--- config.mk ---
export PLATFORM = sky130hd
export DESIGN_NAME = pdmc_top
export DESIGN_NICKNAME = d
export VERILOG_FILES = /design/src/hw/pdmc_pkg.sv /design/src/hw/pdmc_entry_delay.sv /design/src/hw/pdmc_top.sv
export SDC_FILE = /design/constraint.sdc
export NUM_CORES = 1
export LEC_CHECK = 0
export ABC_AREA = 0
export BUFFER_PORTS_ARGS = -buffer_cell sky130_fd_sc_hd__buf_2
export CAP_MARGIN = 10
export CORE_MARGIN = 10
export CORE_UTILIZATION = 40
export DETAILED_ROUTE_END_ITERATION = 6
export PLACE_DENSITY = 0.76
export SLEW_MARGIN = 5
export SYNTH_ARGS = -nofsm -noshare
export SYNTH_HDL_FRONTEND = slang
export SYNTH_SLANG_ARGS = --single-unit
--- constraint.sdc ---
create_clock -name clk_sys -period 4.45 [get_ports clk_sys]
set_clock_uncertainty 0.2 [all_clocks]
set_input_delay 0.89 -clock clk_sys [delete_from_list [all_inputs] [get_ports clk_sys]]
set_output_delay 0.89 -clock clk_sys [all_outputs]
set_load 0.03 [all_outputs]
--- src/hw/pdmc_pkg.sv ---
// package for the power-down mode controller
// Notes on behaviour
// - clock-gating mode takes effect eight to nine cycles after the field write
// - non-enabled interrupt wake resumes at the halted instruction, no service
// - enabled interrupt wake runs the service routine, then resumes
// - both PLL-stop modes leave only through device reset, never interrupts
// - field 001001 selects clock gating, woken only by an enabled interrupt
// - field 010001 selects clock gating, woken by any interrupt
// - clock gating blocks the CPU clock while interrupt logic keeps running
// - dma transfer engine keeps working during clock gating
// - field 011010 halts the PLL output clock, state is kept
// - field 011100 stops PLL input clock; after reset wait for PLL lock
// - in PLL-stop modes functional outputs hold their last state
// - attached emulator masks power-down until it resets or detaches
// - in PLL-stop modes emulation step or run spins idle, PC writes fail
// - field sits in bits 15..10; 14 any wake, 13 enabled wake, 12..10 modes
package pdmc_pkg;
  // ****************************************************************
  // field layout and codes
  // ****************************************************************
  localparam int PDMC_FIELD_LSB = 10;
  localparam int PDMC_FIELD_MSB = 15;
  localparam logic [15:0] PDMC_CSR_ADDR = 16'h0000;
  localparam logic [5:0] PDMC_FIELD_RESET  = 6'h00;
  localparam logic [5:0] PDMC_CODE_GATE_EN = 6'h09;
  localparam logic [5:0] PDMC_CODE_GATE_ANY = 6'h11;
  localparam logic [5:0] PDMC_CODE_PLL_OUT = 6'h1a;
  localparam logic [5:0] PDMC_CODE_PLL_IN  = 6'h1c;
  localparam logic [3:0] PDMC_ENTRY_DELAY  = 4'h8;

  // ****************************************************************
  // types
  // ****************************************************************
  typedef enum logic [2:0] {
    PDMC_RUN      = 3'b000,
    PDMC_ARM      = 3'b001,
    PDMC_GATED    = 3'b010,
    PDMC_PLL_OUT  = 3'b011,
    PDMC_PLL_IN   = 3'b100,
    PDMC_RELOCK   = 3'b101
  } pdmc_state_t;

  typedef struct packed {
    logic intrEnabled;
    logic intrAny;
  } pdmc_wake_t;

  typedef struct packed {
    logic cpuClkEn;
    logic pllOutStop;
    logic pllInStop;
    logic ioFreeze;
    logic serviceIsr;
  } pdmc_ctl_t;
endpackage

--- src/hw/pdmc_entry_delay.sv ---
// counts the fixed delay from field write to clock gating
`timescale 1ns/100ps
module pdmc_entry_delay
  import pdmc_pkg::*;
(
  input  wire logic clk,
  input  wire logic rstN,
  input  wire logic ce,
  input  wire logic start,
  input  wire logic cancel,
  output logic      done
);
  logic [3:0] cnt_q;
  logic       busy_q;

  // done pulses on the eighth cycle after start
  assign done = busy_q && (cnt_q == PDMC_ENTRY_DELAY - 4'h1);

  always_ff @(posedge clk or negedge rstN) begin
    if (!rstN) begin
      cnt_q  <= 4'h0;
      busy_q <= 1'b0;
    end else if (ce) begin
      if (cancel || done) begin
        busy_q <= 1'b0;
        cnt_q  <= 4'h0;
      end else if (start) begin
        busy_q <= 1'b1;
        cnt_q  <= 4'h0;
      end else if (busy_q) begin
        cnt_q <= cnt_q + 4'h1;
      end
    end
  end
endmodule

--- src/hw/pdmc_top.sv ---
// power-down mode controller: field, mode sequencing and clock gates
//
// Our own choices: the address-and-strobe port and the placing of the registers.
`timescale 1ns/100ps
module pdmc_top
  import pdmc_pkg::*;
(
  input  wire logic        clk_sys,
  input  wire logic        arst_n,
  input  wire logic        clkEn,
  input  wire logic [15:0] regAddr,
  input  wire logic [31:0] regWrData,
  input  wire logic        regWr,
  input  wire logic        regRd,
  output logic      [31:0] regRdData,
  input  wire logic        intrPending,
  input  wire logic        intrEnabled,
  input  wire logic        emuAttached,
  input  wire logic        pllLocked,
  input  wire logic        emuRunReq,
  input  wire logic        emuPcWrReq,
  output logic             cpuClkEn,
  output logic             intLogicClkEn,
  output logic             dmaClkEn,
  output logic             pllOutStop,
  output logic             pllInStop,
  output logic             ioFreeze,
  output logic             serviceIsr,
  output logic             emuSpinIdle,
  output logic             emuPcWrFail,
  output logic             cpuReady
);
  // ****************************************************************
  // reset synchroniser
  // ****************************************************************
  logic rstMeta_q;
  logic rstN;

  always_ff @(posedge clk_sys or negedge arst_n) begin
    if (!arst_n) begin
      rstMeta_q <= 1'b0;
      rstN      <= 1'b0;
    end else begin
      rstMeta_q <= 1'b1;
      rstN      <= rstMeta_q;
    end
  end

  // ****************************************************************
  // register port: control-status word, field only
  // ****************************************************************
  logic [5:0]  field_q;
  logic [5:0]  field_d;
  logic        fieldWr;
  logic        csrHit;
  logic [31:0] rdWord;
  pdmc_state_t state_q;
  pdmc_state_t state_d;

  function automatic logic isGate(input logic [5:0] f);
    return (f == PDMC_CODE_GATE_EN) || (f == PDMC_CODE_GATE_ANY);
  endfunction

  assign csrHit  = (regAddr == PDMC_CSR_ADDR);
  assign fieldWr = regWr && csrHit;
  // bits 15..10 hold the field; the rest of the word reads as zero
  assign field_d = regWrData[PDMC_FIELD_MSB:PDMC_FIELD_LSB];
  assign rdWord  = csrHit ?
                   {16'h0000, field_q, 10'h000} : 32'h0000_0000;

  always_ff @(posedge clk_sys or negedge rstN) begin
    if (!rstN) begin
      regRdData <= 32'h0000_0000;
    end else if (clkEn) begin
      regRdData <= regRd ? rdWord : 32'h0000_0000;
    end
  end

  // field auto-clears once the CPU wakes, like a one-shot request
  logic wakeNow;

  always_ff @(posedge clk_sys or negedge rstN) begin
    if (!rstN) begin
      field_q <= PDMC_FIELD_RESET;
    end else if (clkEn) begin
      if (fieldWr) begin
        field_q <= field_d;
      end else if (wakeNow) begin
        field_q <= PDMC_FIELD_RESET;
      end
    end
  end

  // ****************************************************************
  // mode decode and entry delay
  // ****************************************************************
  logic armStart;
  logic armDone;
  logic anyWake;
  logic enWake;
  logic inhibit;
  pdmc_wake_t wake;

  // emulator presence masks every programmed mode
  assign inhibit  = emuAttached;
  assign armStart = fieldWr && isGate(field_d) && !inhibit;
  assign wake     = '{intrEnabled: intrPending && intrEnabled,
                      intrAny:     intrPending};
  assign enWake   = wake.intrEnabled;
  assign anyWake  = (field_q == PDMC_CODE_GATE_ANY) ?
                    wake.intrAny : enWake;
  assign wakeNow  = (state_q == PDMC_GATED) && anyWake;

  // write lands in cycle 0; gating starts after eight more cycles
  pdmc_entry_delay u_delay (
    .clk    (clk_sys),
    .rstN   (rstN),
    .ce     (clkEn),
    .start  (armStart),
    .cancel (inhibit || (fieldWr && !isGate(field_d))),
    .done   (armDone)
  );

  // ****************************************************************
  // mode state machine
  // ****************************************************************
  always_comb begin
    state_d = state_q;
    case (state_q)
      PDMC_RUN: begin
        if (fieldWr && !inhibit) begin
          if (isGate(field_d)) begin
            state_d = PDMC_ARM;
          end else if (field_d == PDMC_CODE_PLL_OUT) begin
            state_d = PDMC_PLL_OUT;
          end else if (field_d == PDMC_CODE_PLL_IN) begin
            state_d = PDMC_PLL_IN;
          end
        end
        // zero and reserved codes stay here
      end
      PDMC_ARM: begin
        if (inhibit || (fieldWr && !isGate(field_d))) begin
          state_d = PDMC_RUN;
        end else if (armDone) begin
          state_d = PDMC_GATED;
        end
      end
      PDMC_GATED: begin
        if (inhibit || anyWake) begin
          state_d = PDMC_RUN;
        end
      end
      // only the device reset leaves these
      PDMC_PLL_OUT: state_d = PDMC_PLL_OUT;
      PDMC_PLL_IN:  state_d = PDMC_PLL_IN;
      PDMC_RELOCK: begin
        if (pllLocked) begin
          state_d = PDMC_RUN;
        end
      end
      default: state_d = PDMC_RUN;
    endcase
  end

  // remembers that the last reset woke from the input-stop mode;
  // survives the device reset, cleared only by the same lock wait
  logic relockNeed_q;
  logic seenReset_q;

  always_ff @(posedge clk_sys or negedge rstN) begin
    if (!rstN) begin
      state_q     <= PDMC_RUN;
      seenReset_q <= 1'b0;
    end else if (clkEn) begin
      seenReset_q <= 1'b1;
      if (!seenReset_q && relockNeed_q) begin
        state_q <= PDMC_RELOCK;
      end else begin
        state_q <= state_d;
      end
    end
  end

  // not reset by the device reset: it carries across the wake-up
  always_ff @(posedge clk_sys) begin
    if (clkEn) begin
      if (state_q == PDMC_PLL_IN) begin
        relockNeed_q <= 1'b1;
      end else if (state_q == PDMC_RELOCK && pllLocked) begin
        relockNeed_q <= 1'b0;
      end else if (!seenReset_q && !relockNeed_q) begin
        relockNeed_q <= 1'b0;
      end
    end
  end

  // ****************************************************************
  // outputs
  // ****************************************************************
  logic      isrPend_q;
  pdmc_ctl_t ctl;
  logic      pllStop;

  assign pllStop = (state_q == PDMC_PLL_OUT) || (state_q == PDMC_PLL_IN);

  always_ff @(posedge clk_sys or negedge rstN) begin
    if (!rstN) begin
      isrPend_q <= 1'b0;
    end else if (clkEn) begin
      // enabled interrupt: service first, then resume
      isrPend_q <= wakeNow && enWake;
    end
  end

  assign ctl.cpuClkEn   = (state_q != PDMC_GATED) && !pllStop &&
                          (state_q != PDMC_RELOCK);
  assign ctl.pllOutStop = (state_q == PDMC_PLL_OUT);
  assign ctl.pllInStop  = (state_q == PDMC_PLL_IN);
  assign ctl.ioFreeze   = pllStop;
  assign ctl.serviceIsr = isrPend_q;

  assign cpuClkEn      = ctl.cpuClkEn;
  assign pllOutStop    = ctl.pllOutStop;
  assign pllInStop     = ctl.pllInStop;
  assign ioFreeze      = ctl.ioFreeze;
  assign serviceIsr    = ctl.serviceIsr;
  assign intLogicClkEn = !pllStop;
  assign dmaClkEn      = !pllStop;
  assign emuSpinIdle   = pllStop && emuRunReq;
  assign emuPcWrFail   = pllStop && emuPcWrReq;
  // held low one more edge so a pending relock cannot glitch it high
  assign cpuReady      = rstN && seenReset_q &&
                         (state_q != PDMC_RELOCK);
endmodule

Word-level counts from Yosys, hierarchy flattened
Cells that the tools add are included.

Mux-type cells: 22. Reductions and logical operators: 39. $add $sub $neg: 1. Equal/unequal tests: 18.

Operators with widths (number): $mux 16 (2); $mux 3 (9); $eq 6x5->1 const B (4); $logic_and 1x1->1 (18); $pmux 3 s6 (1); $logic_not 16->1 (1); $mux 4 (3); $mux 6 (2); $ne 3x3->1 const B (3); $reduce_and 2->1 (4); $eq 3x2->1 const B (2); $eq 3x3->1 const B (2); $eq 6x4->1 const B (1); $reduce_and 6->1 (1); $reduce_bool 3->1 (2); $logic_not 1->1 (5); $logic_or 1x1->1 (5); $mux 1 (5); $ne 5x5->1 const B (1); $add 4x1->4 const B (1); $eq 4x3->1 const B (1); $ne 4x2->1 const B (1); $reduce_bool 2->1 (2); $eq 3x1->1 const B (1); other kinds (3) (3).

Word-level logic and storage cells: 90. Register bits: 51. Output and inout port bits: 42. Input port bits: 59.

Longest topological paths before layout
Depth after elaboration: 8. Depth in mapped cells: 7. Depth with buffers taken out: 6.

By module
Synthesis repeated with hierarchy kept, for this count alone.

Cells, all modules: 182. Area, all modules: 1670.4 um^2.

By module, submodules not included: pdmc_top (cells an instance 153, area an instance 1366.3 um^2, sequential area each 505.5 um^2, times used 1); pdmc_entry_delay (cells an instance 29, area an instance 304.0 um^2, sequential area each 125.1 um^2, times used 1).

Worst setup path before layout
No wires, ideal clock.

Kind: reg2out. Start point: reg state_q[0]. End point: out emuPcWrFail. Stages on the path, launching flop included: 6. Arrival time: 2521 ps. Path buffers: 1. Slack: 839 ps. Cell sequence: dfrtp_1 > clkbuf_1 > inv_1 > nor3_1 > nor2_1 > nor2b_1.

Longest elaborated chain between the ends: 3.

Ends and longest elaborated chain: from (decl) (line pdmc_top.sv:57) `pdmc_state_t state_q;`; from (signal assigned) (line pdmc_top.sv:180) `state_q <= state_d;`; $eq 3x2->1; named net pllOutStop (line pdmc_top.sv:25) `output logic pllOutStop,`; $logic_or 1x1->1 (line pdmc_top.sv:205) `assign pllStop = (state_q == PDMC_PLL_OUT) || (state_q == PDMC_PLL_IN);`; $logic_and 1x1->1 (line pdmc_top.sv:231) `assign emuPcWrFail = pllStop && emuPcWrReq;`; to (decl) (line pdmc_top.sv:30) `output logic emuPcWrFail,`.

The timed path passes the listed nets, and every way through them passes these cells.

Worst setup path in the final report
Start point: reg state_q[0]. End point: out emuPcWrFail.

Longest elaborated chain between the ends: 3.

Ends and longest elaborated chain (line): $eq 3x2->1 or $eq 3x3->1 (tied branches) (pdmc_top.sv:205); $logic_or 1x1->1 * (pdmc_top.sv:205); $logic_and 1x1->1 * (pdmc_top.sv:231).

Mark *: on every way between the ends. The rest lies on a longest branch, timed or not.

==> impl_metrics.json <==
{
  "timing.rr.start": "seenReset_q",
  "reg2reg_depth": 6,
  "grt_pass1_vias": 1361,
  "drv_cap": 0,
  "whs_ns": 0.0172,
  "place_ws_ns": 1.68,
  "cts.path.max_buffers": 2,
  "rsz0062_at_grt": "no",
  "crit_path_max_incr_delay_ns": 0.57,
  "grt_overflow": 0,
  "finalSetupTns_ns": 0,
  "grt.total_usage_pct": 10.8,
  "port_buffers": 48,
  "seq_area_frac_synth_pct": 40.4,
  "worst_slew_pin_slew_ns": 0.687,
  "layout-drive-gt1-share_pct": 26.6,
  "syn_inst": 173,
  "crit_chain": "inv_1 -> nor3_1 -> nor2_1 -> nor2b_1 -> buf_2",
  "swShare_pct": 29.7,
  "start_util_pct": 42.0,
  "leakage_nw": 0.872,
  "synthTopCellsByArea": "dfrtp_1, buf_4, a22o_1",
  "fin_cells": 266,
  "p_int_w": 0.000313,
  "r2r-end": "state_q[0]",
  "ant_nets": 0,
  "wl_um": 3840,
  "cts_setup_buffers": 0,
  "routedWlPerCell_um": 14.5,
  "grt_antenna_before_repair": 0,
  "grt_first_pass_wirelength_um": 5930,
  "criticalPathCategory": "flip-flop to primary output",
  "hold_violations": 0,
  "die-area_um2": 6790,
  "comb_power_share_pct": 16.3,
  "place_congestion": 0.830,
  "holdBufCountCts": 0,
  "finalWorstSetupSlack_ns": 1.55,
  "path_delay_family": "simple AND/OR/NAND/NOR gates",
  "hpwlAfterDp_um": 3100,
  "power.density_nw_per_um2": 250,
  "cts_resized": 0,
  "numCtsBuffers": 3,
  "synthArstFlopShare_pct": 96.0,
  "use_met3_pct": 3.67,
  "grt_max_degree": 24,
  "synthTopCellsByCount": "buf_4, dfrtp_1, nor2_1",
  "synth.top_cell.area_share_pct": 38.5,
  "slew_headroom_pct": 54.1,
  "syn_avg_cell_area_um2": 9.01,
  "vias_per_cell": 5.07,
  "drt_pass1_iterations": 4,
  "synth_edf_count": 1,
  "layout.nets": 279,
  "worstPathArrival_ns": 1.81,
  "start_kind": "flip-flop",
  "ys_types": 41,
  "netlist_area_um2": 1560,
  "min_period_ns": 2.90,
  "yosys.area.top_type": "dfrtp_1",
  "yosys_register_bits": 25,
  "area_growth_pct": 14.2,
  "p_clk_share_pct": 32.2,
  "met1_usage_pct": 11.4,
  "fmax_mhz": 345,
  "fin_util_pct": 47.9,
  "ios": 101,
  "power.switching_w": 0.000132,
  "crit_required_ns": 3.36,
  "clk_latency_ns": 0.27,
  "cts_sinks": 25,
  "htreeDepth": 1,
  "yosysMostFrequentCell": "buf_4",
  "holdCritPathClass": "flip-flop to asynchronous set/reset pin",
  "crit_fanout": 12,
  "path_clk_slew_ns": 0.10,
  "peakVddDrop_v": 0.000101,
  "rows": 22,
  "crit_slowest_cell": "dfrtp_1",
  "num_vias": 1349,
  "grt_use_met2_pct": 19.8,
  "core-area_um2": 3720,
  "final_max_slew_viol_count": 0,
  "fillers": 374,
  "r2r_slack_ns": 1.83,
  "dieWidth_um": 82.4,
  "crit_buf_inv": 2,
  "drt_iter0_markers": 141,
  "seqPwrFrac_pct": 51.5,
  "cp-end-kind": "primary output",
  "cts_tree": "built",
  "finalSetupViolations": 0,
  "post-place-cells": 262,
  "dominantRegCellSynth": "dfrtp_1",
  "gr-max-usage-layer": "met2",
  "drcViolationCount": 0,
  "finalCritPeriodShare_pct": 65.1,
  "n_antenna_cell": 0,
  "die_y_um": 82.4,
  "clockRootBuffer": "clkbuf_8",
  "status": "finished clean",
  "yosysWarnings": 0
}
## worst max path at each step
stage | startpoint | endpoint | slack [ns] | cells past startpoint
after floorplan | state_q[0] | emuPcWrFail | 0.84 | 5
after global placement | regAddr[6] | state_q[0] | 1.71 | 7
after detailed placement | regAddr[2] | state_q[0] | 1.68 | 7
after CTS | state_q[0] | emuPcWrFail | 1.55 | 5
after global routing | state_q[0] | emuPcWrFail | 1.35 | 5
final | state_q[0] | emuPcWrFail | 1.55 | 5
## placed cells by master, fill, tap and decap left out, drive strengths merged
| master | instances |
|---|---|
| a31oi | 2 |
| clkbuf | 3 |
| ha | 1 |
| o22a | 1 |
| a2bb2oi | 1 |
| nor2b | 5 |
| o31ai | 2 |
| nor2 | 12 |
| mux2i | 1 |
| a21oi | 4 |
| nand2b | 1 |
| xnor2 | 2 |
| a211o | 1 |
| conb | 27 |
| nand4b | 1 |
| nor4 | 8 |
| a31o | 1 |
| nor4b | 1 |
| a41oi | 2 |
| nand4 | 3 |
| nand3 | 6 |
| a211oi | 2 |
| dfrtp | 24 |
| a22o | 11 |
| edfxtp | 1 |
| nor3 | 7 |
| buf | 49 |
| o31a | 1 |
| nand2 | 8 |
| inv | 10 |
| a21o | 1 |
| o21ai | 12 |
| o2bb2ai | 1 |
| or3b | 1 |
| and3 | 1 |
| or2 | 2 |
| and3b | 1 |
| nand3b | 1 |
## per-stage QoR
step / power (W) / cell area [µm²]
floorplan: 0.000300 / 1650
global placement: 0.000305 / 1730
detailed placement: 0.000306 / 1730
CTS: 0.000447 / 1780
global route: 0.000463 / 1780
finish: 0.000445 / 1780
## worst register-to-register path, stage by stage, from the launching register on
cell and delay [ns]:
dfrtp_1 0.42, nor2b_1 0.56, o31ai_1 0.17, a211oi_1 0.56, mux2i_1 0.24, o21ai_1 0.08
a211o_1 0.27
## layer usage
metal  vias to the layer above  share of wire, %
met1                       636                40
met2                        53                48
met5                         -                 0
met4                         0              0.75
li1                        656                 -
met3                         4                11
## power by group through the flow
stage	Combinational, W	Sequential, W	Clock (W)
after detailed placement	0.0000718	0.000234	0
after floorplan	0.0000632	0.000237	0
after global routing	0.0000790	0.000229	0.000154
final	0.0000726	0.000229	0.000143
after global placement	0.0000713	0.000234	0
after CTS	0.0000720	0.000229	0.000146
## cell families after synthesis
family | Yosys count | share of synthesized area [%]
AND/OR/NAND/NOR | 58 | 20.5
multiplexers | 1 | 0.642
adder cells (fa/ha/maj) | 1 | 0.802
AO/OA/AOI/OAI | 42 | 19.0
flip-flops | 25 | 40.4
buffers and inverters | 42 | 16.9
other | 2 | 0.482
XOR/XNOR | 2 | 1.12
## cell type report
cell class              instances  area [µm²]  area share, %
multi-input cells             131         758           42.6
well taps                      48        60.1           3.37
clock buffers                   3        41.3           2.32
inverters                       9        33.8           1.90
clock inverters                 1        8.76          0.492
flip-flops and latches         25         631           35.4
repair buffers                 49         248           13.9
## sequential cells by signal, indices dropped and copies added, names as in the netlist
signal,cells
state_q,3
seenReset_q,1
relockNeed_q,1
regRdData,6
serviceIsr,1
field_q,6
u_delay.cnt_q,4
rstN,1
u_delay.busy_q,1
rstMeta_q,1
Power figures use the tool's default switching activity.
